$ cat config.mk
export PLATFORM = sky130hd
export DESIGN_NAME = drive_word_ctrl
export DESIGN_NICKNAME = d
export VERILOG_FILES = /design/src/include/drive_word_pkg.sv /design/src/bit_merge.sv /design/src/drive_word_ctrl.sv
export SDC_FILE = /design/constraint.sdc
export NUM_CORES = 1
export LEC_CHECK = 0
export ABC_AREA = 1
export BUFFER_PORTS_ARGS = -buffer_cell sky130_fd_sc_hd__buf_2
export CORE_UTILIZATION = 35
export DETAILED_ROUTE_END_ITERATION = 12
export GPL_ROUTABILITY_DRIVEN = 0
export SYNTH_ARGS = -nofsm -noshare
export SYNTH_HDL_FRONTEND = slang
export SYNTH_SLANG_ARGS = --single-unit
$ cat constraint.sdc
create_clock -name i_core_clk -period 1.1 [get_ports i_core_clk]
set_clock_uncertainty 0.2 [all_clocks]
set_input_delay 0.165 -clock i_core_clk [delete_from_list [all_inputs] [get_ports i_core_clk]]
set_output_delay 0.165 -clock i_core_clk [all_outputs]
set_load 0.1 [all_outputs]
$ cat src/include/drive_word_pkg.sv
// fieldbus drive command/state word layout and configuration codes
// assumes a single 100 MHz control clock domain
package drive_word_pkg;
  // command word bit positions
  localparam int CMD_OFF1 = 0;
  localparam int CMD_OFF2 = 1;
  localparam int CMD_OFF3 = 2;
  localparam int CMD_COAST = 3;
  localparam int CMD_QSTOP = 4;
  localparam int CMD_HOLD = 5;
  localparam int CMD_START = 6;
  localparam int CMD_RESET = 7;
  localparam int CMD_JOG1 = 8;
  localparam int CMD_JOG2 = 9;
  localparam int CMD_VALID = 10;
  localparam int CMD_SLOW = 11;
  localparam int CMD_CATCH = 12;
  localparam int CMD_SETUP_LSB = 13;
  localparam int CMD_SETUP_MSB = 14;
  localparam int CMD_REVERSE = 15;
  // state word bit positions
  localparam int ST_CTRL_READY = 0;
  localparam int ST_DRIVE_READY = 1;
  localparam int ST_ENABLE = 2;
  localparam int ST_TRIP = 3;
  localparam int ST_ON2 = 4;
  localparam int ST_ON3 = 5;
  localparam int ST_NO_START = 6;
  localparam int ST_WARNING = 7;
  localparam int ST_AT_REF = 8;
  localparam int ST_BUS_CTRL = 9;
  localparam int ST_FREQ_OK = 10;
  localparam int ST_RUNNING = 11;
  localparam int ST_AUTO_STOP = 12;
  localparam int ST_VOLT_EXC = 13;
  localparam int ST_TORQUE_EXC = 14;
  localparam int ST_TIMER_EXC = 15;
  // reset values
  localparam logic [15:0] CMD_RESET_VALUE = 16'h0000;
  localparam logic [1:0] SETUP_RESET_VALUE = 2'h0;
  // merge selector codes for bus bit vs digital input
  localparam logic [1:0] SEL_DIGITAL = 2'h0;
  localparam logic [1:0] SEL_BUS = 2'h1;
  localparam logic [1:0] SEL_OR = 2'h2;
  localparam logic [1:0] SEL_AND = 2'h3;
  // speed trim actions
  typedef enum logic [1:0] {
    TRIM_NONE = 2'b00,
    TRIM_DOWN = 2'b01,
    TRIM_UP = 2'b10
  } trim_t;
endpackage

$ cat src/bit_merge.sv
// merges one bus command bit with its digital input per a selector
// assumes both inputs are synchronous to the core clock
`timescale 1ns/100ps
module bit_merge (
  input wire logic [1:0] i_sel,
  input wire logic i_bus_bit,
  input wire logic i_din_bit,
  output logic o_merged
);
  always_comb begin
    unique case (i_sel)
      drive_word_pkg::SEL_DIGITAL: o_merged = i_din_bit;
      drive_word_pkg::SEL_BUS: o_merged = i_bus_bit;
      drive_word_pkg::SEL_OR: o_merged = i_bus_bit | i_din_bit;
      drive_word_pkg::SEL_AND: o_merged = i_bus_bit & i_din_bit;
    endcase
  end
endmodule

$ cat src/drive_word_ctrl.sv
// fieldbus command word decoder and state word builder for a motor drive
// assumes the telegram layer presents each command word with a one-cycle strobe,
// and the motor core supplies status levels on the same clock
//
// Contract
// - ignore the command word unless its data-valid bit 10 is set
// - bit 02 low forces a quick stop; relay at zero frequency
// - bit 03 low coasts; high permits start, merged with digital input
// - bit 04 low quick stops; high permits start, merged with input
// - bit 05 low freezes output frequency; high follows reference
// - bit 06 low ramp stops, relay at zero; high permits start
// - rising edge of bit 07 resets after switch-off and acknowledges fault
// - bits 08/09 select jog speeds, only if bit 04 low, 00-03 high
// - bit 11 high lowers speed reference by trim amount
// - bit 12 high raises reference; slow-down wins when both set
// - bits 13 and 14 pick one of four set-ups
// - set-up acts only in multi-set-up; running change needs linked set-ups
// - bit 15 reverses only when selector is bus, OR or AND
// - state bit 00 low if command 00/01/02 low or tripped
// - state bit 02 high only with command 00-02 high and no trip
// - state bit 03 high while tripped; restart needs reset
// - state bits 04 and 05 mirror command bits 01 and 02
// - state bit 06 sets after ack, OFF2/OFF3, power-up; clears on pattern
// - bit 07 shows warnings; bit 11 shows start or nonzero frequency
// - bit 08 speed at reference; bit 10 frequency within warning limits
// - bit 09 high when bus control accepted, low for local operation
// - bits 12-15 flag auto-stop, DC voltage, torque, thermal timer
// - command bit 00 low makes a normal ramp stop, relay at zero
// - command bit 01 low makes a coasting stop, relay at zero
`timescale 1ns/100ps
module drive_word_ctrl (
  input wire logic i_core_clk,
  input wire logic i_rst_b,
  input wire logic i_cmd_strobe,
  input wire logic [15:0] i_drive_command_word,
  input wire logic [1:0] i_coast_sel,
  input wire logic [1:0] i_qstop_sel,
  input wire logic [1:0] i_start_sel,
  input wire logic [1:0] i_reverse_sel,
  input wire logic i_din_coast,
  input wire logic i_din_qstop,
  input wire logic i_din_start,
  input wire logic i_din_reverse,
  input wire logic i_multi_setup_mode,
  input wire logic i_setups_linked,
  input wire logic i_relay_at_zero_cfg,
  input wire logic i_drive_profile_mode,
  input wire logic i_tripped,
  input wire logic i_warning,
  input wire logic i_power_ok,
  input wire logic i_at_reference,
  input wire logic i_freq_in_limits,
  input wire logic i_freq_nonzero,
  input wire logic i_local_stop,
  input wire logic i_local_site,
  input wire logic i_overload_auto_stop,
  input wire logic i_dc_volt_fault,
  input wire logic i_torque_exceeded,
  input wire logic i_thermal_exceeded,
  output logic o_ramp_stop,
  output logic o_coast_stop,
  output logic o_quick_stop,
  output logic o_hold_freq,
  output logic o_run_permit,
  output logic o_fault_reset,
  output logic o_jog1,
  output logic o_jog2,
  output logic [1:0] o_speed_trim,
  output logic [1:0] o_setup_sel,
  output logic o_reverse,
  output logic o_stop_relay,
  output logic [15:0] o_drive_state_word
);
  logic [15:0] cmd;
  logic [15:0] next_cmd;
  logic reset_prev;
  logic next_reset_prev;
  logic no_start;
  logic next_no_start;
  logic [1:0] setup;
  logic [1:0] next_setup;
  logic coast_ok, qstop_ok, start_ok, rev_ok;
  logic accept;
  logic reset_rise;
  logic any_stop;
  logic [1:0] trim;
  logic ramp_stop, coast_stop, quick_stop, run_permit, jog_ok;
  logic [15:0] state_word;

  // power-up leaves all off bits low, so the drive starts stopped
  assign accept = i_cmd_strobe & i_drive_command_word[drive_word_pkg::CMD_VALID];

  always_comb begin
    next_cmd = cmd;
    if (accept) begin
      next_cmd = i_drive_command_word;
    end
  end

  bit_merge u_coast (.i_sel(i_coast_sel), .i_bus_bit(cmd[drive_word_pkg::CMD_COAST]),
    .i_din_bit(i_din_coast), .o_merged(coast_ok));
  bit_merge u_qstop (.i_sel(i_qstop_sel), .i_bus_bit(cmd[drive_word_pkg::CMD_QSTOP]),
    .i_din_bit(i_din_qstop), .o_merged(qstop_ok));
  bit_merge u_start (.i_sel(i_start_sel), .i_bus_bit(cmd[drive_word_pkg::CMD_START]),
    .i_din_bit(i_din_start), .o_merged(start_ok));
  bit_merge u_rev (.i_sel(i_reverse_sel), .i_bus_bit(cmd[drive_word_pkg::CMD_REVERSE]),
    .i_din_bit(i_din_reverse), .o_merged(rev_ok));

  always_comb begin
    coast_stop = ~cmd[drive_word_pkg::CMD_OFF2] | ~coast_ok;
    quick_stop = ~cmd[drive_word_pkg::CMD_OFF3];
    ramp_stop = ~cmd[drive_word_pkg::CMD_OFF1] | ~start_ok;
    // jog needs bit 04 low, which is itself a quick-stop request, so jog overrides it
    jog_ok = ~cmd[drive_word_pkg::CMD_QSTOP] & (&cmd[3:0]);
    if (~jog_ok && ~qstop_ok) begin
      quick_stop = 1'b1;
    end
    run_permit = ~coast_stop & ~quick_stop & ~ramp_stop & ~i_tripped;
    any_stop = coast_stop | quick_stop | ramp_stop;
  end

  always_comb begin
    if (cmd[drive_word_pkg::CMD_SLOW]) begin
      trim = drive_word_pkg::TRIM_DOWN;
    end else if (cmd[drive_word_pkg::CMD_CATCH]) begin
      trim = drive_word_pkg::TRIM_UP;
    end else begin
      trim = drive_word_pkg::TRIM_NONE;
    end
  end

  assign reset_rise = cmd[drive_word_pkg::CMD_RESET] & ~reset_prev;
  assign next_reset_prev = cmd[drive_word_pkg::CMD_RESET];

  always_comb begin
    next_setup = setup;
    if (i_multi_setup_mode && (!i_freq_nonzero || i_setups_linked)) begin
      // bit 13 is the low bit, so the pair maps straight to set-up minus one
      next_setup = {cmd[drive_word_pkg::CMD_SETUP_MSB], cmd[drive_word_pkg::CMD_SETUP_LSB]};
    end
  end

  always_comb begin
    next_no_start = no_start;
    if (reset_rise || ~cmd[drive_word_pkg::CMD_OFF2] || ~cmd[drive_word_pkg::CMD_OFF3]) begin
      next_no_start = 1'b1;
    end else if (~cmd[drive_word_pkg::CMD_OFF1] && cmd[drive_word_pkg::CMD_OFF2]
                 && cmd[drive_word_pkg::CMD_OFF3] && cmd[drive_word_pkg::CMD_VALID]) begin
      next_no_start = 1'b0;
    end
  end

  always_comb begin
    logic offs_high;
    offs_high = &cmd[2:0];
    state_word = 16'h0000;
    state_word[drive_word_pkg::ST_CTRL_READY] = offs_high & ~i_tripped;
    state_word[drive_word_pkg::ST_DRIVE_READY] = offs_high & ~i_tripped & i_power_ok;
    state_word[drive_word_pkg::ST_ENABLE] = offs_high & ~i_tripped & ~coast_stop;
    state_word[drive_word_pkg::ST_TRIP] = i_tripped;
    state_word[drive_word_pkg::ST_ON2] = cmd[drive_word_pkg::CMD_OFF2];
    state_word[drive_word_pkg::ST_ON3] = cmd[drive_word_pkg::CMD_OFF3];
    state_word[drive_word_pkg::ST_NO_START] = i_drive_profile_mode & no_start;
    state_word[drive_word_pkg::ST_WARNING] = i_warning;
    state_word[drive_word_pkg::ST_AT_REF] = i_at_reference;
    state_word[drive_word_pkg::ST_BUS_CTRL] = ~i_local_stop & ~i_local_site;
    state_word[drive_word_pkg::ST_FREQ_OK] = i_freq_in_limits;
    state_word[drive_word_pkg::ST_RUNNING] = run_permit | i_freq_nonzero;
    state_word[drive_word_pkg::ST_AUTO_STOP] = i_overload_auto_stop;
    state_word[drive_word_pkg::ST_VOLT_EXC] = i_dc_volt_fault;
    state_word[drive_word_pkg::ST_TORQUE_EXC] = i_torque_exceeded;
    state_word[drive_word_pkg::ST_TIMER_EXC] = i_thermal_exceeded;
  end

  always_ff @(posedge i_core_clk or negedge i_rst_b) begin
    if (!i_rst_b) begin
      cmd <= drive_word_pkg::CMD_RESET_VALUE;
      reset_prev <= 1'b0;
      no_start <= 1'b1;
      setup <= drive_word_pkg::SETUP_RESET_VALUE;
      o_ramp_stop <= 1'b1;
      o_coast_stop <= 1'b1;
      o_quick_stop <= 1'b1;
      o_hold_freq <= 1'b1;
      o_run_permit <= 1'b0;
      o_fault_reset <= 1'b0;
      o_jog1 <= 1'b0;
      o_jog2 <= 1'b0;
      o_speed_trim <= drive_word_pkg::TRIM_NONE;
      o_setup_sel <= drive_word_pkg::SETUP_RESET_VALUE;
      o_reverse <= 1'b0;
      o_stop_relay <= 1'b0;
      o_drive_state_word <= 16'h0000;
    end else begin
      cmd <= next_cmd;
      reset_prev <= next_reset_prev;
      no_start <= next_no_start;
      setup <= next_setup;
      o_ramp_stop <= ramp_stop;
      o_coast_stop <= coast_stop;
      o_quick_stop <= quick_stop & ~jog_ok;
      o_hold_freq <= ~cmd[drive_word_pkg::CMD_HOLD];
      o_run_permit <= run_permit;
      o_fault_reset <= reset_rise;
      o_jog1 <= jog_ok & cmd[drive_word_pkg::CMD_JOG1];
      o_jog2 <= jog_ok & cmd[drive_word_pkg::CMD_JOG2];
      o_speed_trim <= trim;
      o_setup_sel <= next_setup;
      o_reverse <= rev_ok & (i_reverse_sel != drive_word_pkg::SEL_DIGITAL || i_din_reverse);
      // relay only once the output has actually come to rest
      o_stop_relay <= i_relay_at_zero_cfg & any_stop & ~i_freq_nonzero;
      o_drive_state_word <= state_word;
    end
  end

  a_invalid_ignored: assert property (@(posedge i_core_clk) disable iff (!i_rst_b)
    (i_cmd_strobe && !i_drive_command_word[drive_word_pkg::CMD_VALID]) |=> $stable(cmd))
    else $error("invalid command word was taken");
  a_valid_taken: assert property (@(posedge i_core_clk) disable iff (!i_rst_b)
    accept |=> (cmd == $past(i_drive_command_word)))
    else $error("valid command word not taken");
  a_reset_pulse: assert property (@(posedge i_core_clk) disable iff (!i_rst_b)
    o_fault_reset |=> !o_fault_reset)
    else $error("fault reset longer than one cycle");
  a_reset_edge: assert property (@(posedge i_core_clk) disable iff (!i_rst_b)
    ($rose(cmd[drive_word_pkg::CMD_RESET])) |=> o_fault_reset)
    else $error("reset edge missed");
  a_slow_wins: assert property (@(posedge i_core_clk) disable iff (!i_rst_b)
    (cmd[drive_word_pkg::CMD_SLOW] && cmd[drive_word_pkg::CMD_CATCH]) |=> o_speed_trim == drive_word_pkg::TRIM_DOWN)
    else $error("slow-down did not win");
  a_jog_gate: assert property (@(posedge i_core_clk) disable iff (!i_rst_b)
    o_jog1 |-> $past(cmd[drive_word_pkg::CMD_QSTOP] == 1'b0 && cmd[3:0] == 4'hF))
    else $error("jog outside permit");
  a_ctrl_ready: assert property (@(posedge i_core_clk) disable iff (!i_rst_b)
    (i_tripped || !cmd[0] || !cmd[1] || !cmd[2]) |=> !o_drive_state_word[drive_word_pkg::ST_CTRL_READY])
    else $error("control ready while off or tripped");
  a_mirror_bits: assert property (@(posedge i_core_clk) disable iff (!i_rst_b)
    ##1 o_drive_state_word[5:4] == $past(cmd[2:1]))
    else $error("state bits 4/5 do not mirror command");
  a_no_start_clear: assert property (@(posedge i_core_clk) disable iff (!i_rst_b)
    (cmd[2:0] == 3'h6 && cmd[drive_word_pkg::CMD_VALID] && !reset_rise) |=> !no_start)
    else $error("start-not-possible not cleared");
  a_no_start_set: assert property (@(posedge i_core_clk) disable iff (!i_rst_b)
    (!cmd[drive_word_pkg::CMD_OFF2] || !cmd[drive_word_pkg::CMD_OFF3]) |=> no_start)
    else $error("start-not-possible not set after off command");
  a_ramp_off1: assert property (@(posedge i_core_clk) disable iff (!i_rst_b)
    !cmd[drive_word_pkg::CMD_OFF1] |=> o_ramp_stop)
    else $error("off1 without ramp stop");
  a_coast_off2: assert property (@(posedge i_core_clk) disable iff (!i_rst_b)
    !cmd[drive_word_pkg::CMD_OFF2] |=> o_coast_stop)
    else $error("off2 without coasting stop");
  a_quick_off3: assert property (@(posedge i_core_clk) disable iff (!i_rst_b)
    !cmd[drive_word_pkg::CMD_OFF3] |=> o_quick_stop)
    else $error("off3 without quick stop");
  a_relay_rest: assert property (@(posedge i_core_clk) disable iff (!i_rst_b)
    o_stop_relay |-> $past(!i_freq_nonzero && i_relay_at_zero_cfg))
    else $error("stop relay while turning or not configured");
  a_coast_merge: assert property (@(posedge i_core_clk) disable iff (!i_rst_b)
    (i_coast_sel == drive_word_pkg::SEL_BUS && !cmd[drive_word_pkg::CMD_COAST]) |=> o_coast_stop)
    else $error("bus coast bit ignored");
  a_qstop_merge: assert property (@(posedge i_core_clk) disable iff (!i_rst_b)
    (i_qstop_sel == drive_word_pkg::SEL_BUS && !cmd[drive_word_pkg::CMD_QSTOP] && !(&cmd[3:0])) |=> o_quick_stop)
    else $error("bus quick-stop bit ignored");
  a_hold_freq: assert property (@(posedge i_core_clk) disable iff (!i_rst_b)
    ##1 o_hold_freq == !$past(cmd[drive_word_pkg::CMD_HOLD]))
    else $error("hold output does not follow command");
  a_start_merge: assert property (@(posedge i_core_clk) disable iff (!i_rst_b)
    (i_start_sel == drive_word_pkg::SEL_BUS && !cmd[drive_word_pkg::CMD_START]) |=> (o_ramp_stop && !o_run_permit))
    else $error("bus start bit low without ramp stop");
  a_trim_none: assert property (@(posedge i_core_clk) disable iff (!i_rst_b)
    (!cmd[drive_word_pkg::CMD_SLOW] && !cmd[drive_word_pkg::CMD_CATCH]) |=> o_speed_trim == drive_word_pkg::TRIM_NONE)
    else $error("speed trim without request");
  a_setup_pick: assert property (@(posedge i_core_clk) disable iff (!i_rst_b)
    (i_multi_setup_mode && !i_freq_nonzero) |=> o_setup_sel == $past({cmd[14], cmd[13]}))
    else $error("set-up not taken from command bits");
  a_setup_hold: assert property (@(posedge i_core_clk) disable iff (!i_rst_b)
    !i_multi_setup_mode |=> $stable(o_setup_sel))
    else $error("set-up changed outside multi set-up mode");
  a_reverse_bus: assert property (@(posedge i_core_clk) disable iff (!i_rst_b)
    (i_reverse_sel == drive_word_pkg::SEL_BUS) |=> o_reverse == $past(cmd[drive_word_pkg::CMD_REVERSE]))
    else $error("reverse does not follow bus bit");
  a_enable_bit: assert property (@(posedge i_core_clk) disable iff (!i_rst_b)
    o_drive_state_word[drive_word_pkg::ST_ENABLE] |-> $past(&cmd[2:0] && !i_tripped))
    else $error("enable shown while off or tripped");
  a_trip_bit: assert property (@(posedge i_core_clk) disable iff (!i_rst_b)
    ##1 o_drive_state_word[drive_word_pkg::ST_TRIP] == $past(i_tripped))
    else $error("trip bit does not follow trip");
  a_trip_run: assert property (@(posedge i_core_clk) disable iff (!i_rst_b)
    i_tripped |=> !o_run_permit)
    else $error("run permitted while tripped");
  a_running_bit: assert property (@(posedge i_core_clk) disable iff (!i_rst_b)
    i_freq_nonzero |=> o_drive_state_word[drive_word_pkg::ST_RUNNING])
    else $error("turning motor not shown as running");
  a_at_ref_bit: assert property (@(posedge i_core_clk) disable iff (!i_rst_b)
    ##1 o_drive_state_word[drive_word_pkg::ST_AT_REF] == $past(i_at_reference))
    else $error("at-reference bit does not follow core");
  a_bus_ctrl: assert property (@(posedge i_core_clk) disable iff (!i_rst_b)
    (i_local_stop || i_local_site) |=> !o_drive_state_word[drive_word_pkg::ST_BUS_CTRL])
    else $error("bus control shown during local operation");
  a_flag_bits: assert property (@(posedge i_core_clk) disable iff (!i_rst_b)
    ##1 o_drive_state_word[15:12] == $past({i_thermal_exceeded, i_torque_exceeded,
    i_dc_volt_fault, i_overload_auto_stop}))
    else $error("limit flags do not follow core");
endmodule

# After elaboration in Yosys (flattened, before gate mapping)
# Index checks and enable logic that the tools add are counted.
# Widths: inputs -> output; s select.
dict set report classes {
  n_reduce_logical 18
  n_eq_ne 12
  bitwise_logic 47
  muxes 9
}
# operator n
set op_table {}
lappend op_table {{$and 1x1->1} 21}
lappend op_table {{$not 1->1} 17}
lappend op_table {{$eq 2x2->1 const B} 8}
lappend op_table {{$pmux 1 s4} 4}
lappend op_table {{$or 1x1->1} 9}
lappend op_table {{$eq 2x1->1 const B} 4}
lappend op_table {{$logic_not 2->1} 4}
lappend op_table {{$logic_and 1x1->1} 5}
lappend op_table {{$logic_or 1x1->1} 4}
lappend op_table {{$mux 2} 2}
lappend op_table {{$reduce_and 4->1} 1}
lappend op_table {{$reduce_bool 2->1} 2}
lappend op_table {{$mux 1} 3}
lappend op_table {{$reduce_and 3->1} 1}
lappend op_table {{$logic_not 1->1} 1}
dict set report word_totals {
  reg_bits 48
  word_cells 102
  inputBits 47
  out_inout_bits 30
}

# Logic depth before layout (Yosys ltp)
dict set report logic_depth {
  word_depth 10
  mapped_depth 8
  depth_no_buf 8
}

# By module
# A second synthesis with hierarchy kept.
dict set report unflattened {
  hier_cells 163
  hier_area_um2 1745.4
}
# module seq_area_each_um2 instances area_each_um2 cells_each
set modules_own_cells {}
lappend modules_own_cells {drive_word_ctrl 1207.4 1 1595.3 123}
lappend modules_own_cells {bit_merge 0.0 4 37.5 10}

# Least setup slack after synthesis
# Ideal clock, no wire load.
dict set report synth_path {
  path_kind {flip-flop to flip-flop}
  from {register setup[0] (netlist name)}
  to {register setup[0]}
  arrival_ns 1.078
  setup_time_ns 0.083
  period_less_slack_ns 1.360
  required_ns 0.817
  setup_slack_ns -0.260
  stages_incl_launch_ff 3
  path_buffers 0
  cell_sequence {dfrtp_1 > nand2_1 > o21ai_0}
}
# element line_no
set synth_lines {}
lappend synth_lines {{end signal: assignment} drive_word_ctrl.sv:180} ;# setup <= drive_word_pkg::SETUP_RESET_VALUE;
lappend synth_lines {{end signal: assignment} drive_word_ctrl.sv:198} ;# setup <= next_setup;
lappend synth_lines {{end: declaration} drive_word_ctrl.sv:80} ;# logic [1:0] setup;

# Worst setup path in the final report
dict set report layout_path {
  from {register o_coast_stop}
  to {output o_coast_stop}
}
# element line_no
set layout_lines {}
lappend layout_lines {{start: declaration} drive_word_ctrl.sv:61} ;# output logic o_coast_stop,
lappend layout_lines {{start signal: assignment} drive_word_ctrl.sv:200} ;# o_coast_stop <= coast_stop;
# No word-level cell between the ends.

==> metrics <==
share of cells above drive strength 1=0.5587; internal power=0.003214 W; Setup CP Type=flip-flop to output port; # DRC=0; CTS tree=yes; Sum Neg Setup Slack=-6.216 ns; clock share of power=0.212; final setup margin=-0.3546 ns; RSZ-0062 raised after global routing=yes; largest family of logic cells by synthesized area=simple AND/OR/NAND/NOR gates; critical path launch point type=flip-flop; Final Max Tran Viols=0; Final Hold Viols=4; Worst Tran Pin Value=0.2862 ns; IO Pins=77; Largest stage delay, worst path=0.63 ns; Row Count=25; Hold EP=cmd[3]; FF-to-FF End=o_drive_state_word[11]; Synth Area in XOR/XNOR=0; critical path endpoint category=output port; Initial Util=0.3632; post-synthesis sequential area ratio=0.7085; Port-buffer cells=76; # fillers=306; mapped cell area=1704 um^2; Max Buffers Root-to-Sink=2; Routed Antenna Nets=0; beginning of the worst register-to-register path=cmd[4]; die width=71.78 um; Setup Viol. Count Final=41; switch share=0.3505; failing checks=negative hold slack, negative setup slack; die height=71.78 um; HPWL Detailed=2.995 mm; R2R setup slack=-0.18 ns; max cap viols=0; GRT overflow=0; first-pass GRT wire length=7.113 mm; Clock Latency Late Sink=0.29 ns; Total Wirelength=4.264 mm; initial antenna violation count=0; crit-path max FO=1; Max transition margin=0.8092; combinational power share=0.357; P_leak=1.579 nW; Worst Reg-to-Reg Cells=7; DRT iter0 DRCs=55; CTS Buf Count=5; sequential share of power=0.431; Synth Area in Adders=0; Root Buffer=clkbuf_8; final net count=327; clk slew on worst S/H paths=0.08 ns; multi-input logic area=446.7 um^2; Synth cell types=20; Critical Path AT=1.09 ns; Pre-antenna DRT Iters=4; mux share of post-synthesis cell area=0.03304; DP Area=2770 um^2; ant diodes=0; worst hold stages=2; Hold WS=-0.09558 ns; Top delay family on crit path=flip-flops; FMAX=687.5 MHz; Buf+Inv Stages, Crit Path=1; Pwr Density=1516 nW/um^2; status=finished, violations left; H-tree Lvls=2; Setup WS pre-CTS=-0.1329 ns; worst vdd ir=0.7634 mV; Synth warnings=0; critical path's slowest cell=dfstp_4; Register Area=1259 um^2; routed via count=1456; compound-gate portion of the synthesized area=0.06902; Hold Path Class=input pin to flip-flop; Syn Area/Cell=11.21 um^2; routed len/inst=12.73 um; core area=4692 um^2; syn nets=199; GRT Util Overall=0.1823; crit-path cells=buf_12; HP Start=i_drive_command_word[3]; Clock Sinks=48; DIE AREA=5152 um^2; synthesized flop and latch total=48; number of global-route vias before repair=1544; net load switching power=0.001735 W; Layout Area Growth over Synthesis=91.56%; Synth Instances=152; largest net degree at the start of global routing=19; final instance area=3264 um^2; fin util=0.6957; Final period util=1.322; Req. time, crit path=0.73 ns; Synth Area in Simple Gates=0.1285; vias per inst=4.346; clock period minus worst slack=1.455 ns
[registers in the layout, indices dropped and copies added (netlist names)]
| register | cells |
|---|---|
| o_reverse | 1 |
| reset_prev | 1 |
| o_ramp_stop | 1 |
| o_speed_trim | 2 |
| o_drive_state_word | 16 |
| o_run_permit | 1 |
| setup | 2 |
| o_hold_freq | 1 |
| no_start | 1 |
| o_coast_stop | 1 |
| o_jog2 | 1 |
| o_stop_relay | 1 |
| o_jog1 | 1 |
| cmd | 16 |
| o_fault_reset | 1 |
| o_quick_stop | 1 |
[cells in the mapped netlist]
cell,count,area share
a21boi_2,1,0.0066
a21oi_1,13,0.038
buf_2,2,0.0059
dfrtp_1,43,0.63
dfstp_2,5,0.077
inv_1,24,0.053
inv_2,1,0.0022
mux2_1,3,0.020
mux2_2,2,0.013
nand2_1,22,0.048
nand2_2,3,0.011
nand3_1,1,0.0029
nand3_2,1,0.0059
nor2_1,21,0.046
nor2_2,2,0.0073
nor2_4,1,0.0066
o2111ai_1,1,0.0051
o211ai_1,1,0.0044
o21ai_0,4,0.012
o21ai_1,1,0.0029
[cell type report]
cell class	count	share of cell area
multi-input combinational	77	0.1368
tap	54	0.02070
timing repair buffer	123	0.3998
sequential	48	0.3856
clock buffer	8	0.02760
inverter	25	0.02951
[placed cells by master (no fill, tap or decap), drive strengths merged]
cell and instances:
nand3 2, o21ai 5, o211ai 1, clkbuf 8, o2111ai 1, dlygate4sd3 29, inv 25, buf 93
a21boi 1, nor2 24, mux2 5, dfrtp 43, a21oi 13, dlymetal6s4s 1, nand2 25, dfstp 5
[logic make-up (layout without fill, tap and decap cells)]
logic type             after synthesis  after routing
buffers and inverters               27            156
and+or+nand+nor                     51             51
AOI/OAI and AO/OA                   21             21
muxes                                5              5
DFF                                 48             48
[power by group through the flow]
stage	clock network [W]	logic (W)	registers, W
2_1_floorplan	0	0.000207	0.00282
3_3_place_gp	0	0.00158	0.00215
3_5_place_dp	0	0.00159	0.00216
4_1_cts	0.00108	0.00172	0.00213
5_1_grt	0.00117	0.00185	0.00215
6_report	0.00105	0.00176	0.00213
[how the worst max path moves through the flow]
stage                            start                      to  slack, ns  cells past startpoint
after floorplan                 cmd[2]  o_drive_state_word[11]      -0.06                      6
after global placement          cmd[4]  o_drive_state_word[11]      -0.09                      7
after detailed placement        cmd[4]            o_run_permit      -0.13                      7
after CTS                 o_coast_stop            o_coast_stop      -0.36                      1
after global routing      o_coast_stop            o_coast_stop      -0.38                      1
final                     o_coast_stop            o_coast_stop      -0.35                      1
[through the flow]
step / power, W / cells
after floorplan: 0.003029 / 152
after global placement: 0.003725 / 293
after detailed placement: 0.003754 / 293
after CTS: 0.004923 / 333
after global routing: 0.005181 / 335
final: 0.004949 / 335
[metal layers]
layer	share of wire	vias up	GRT usage	wire [um]
met2	0.53	40	0.3260	2281
met1	0.41	691	0.2206	1742
li1	-	718	-	-
met4	0.022	0	0.07190	92
met3	0.035	7	0.02813	148
met5	0	-	0	0
[timing repair]
| action | CTS | global route |
|---|---|---|
| buffers inserted | 1 | 4 |
| pin swaps | 6 | 9 |
| hold buffers | 31 | 1 |
| gates resized for setup | 10 | 19 |
| endpoints found under the hold margin | 80 | 4 |
| endpoints found under the setup margin | 39 | 42 |
No activity file was read; power rests on OpenSTA's default activity.
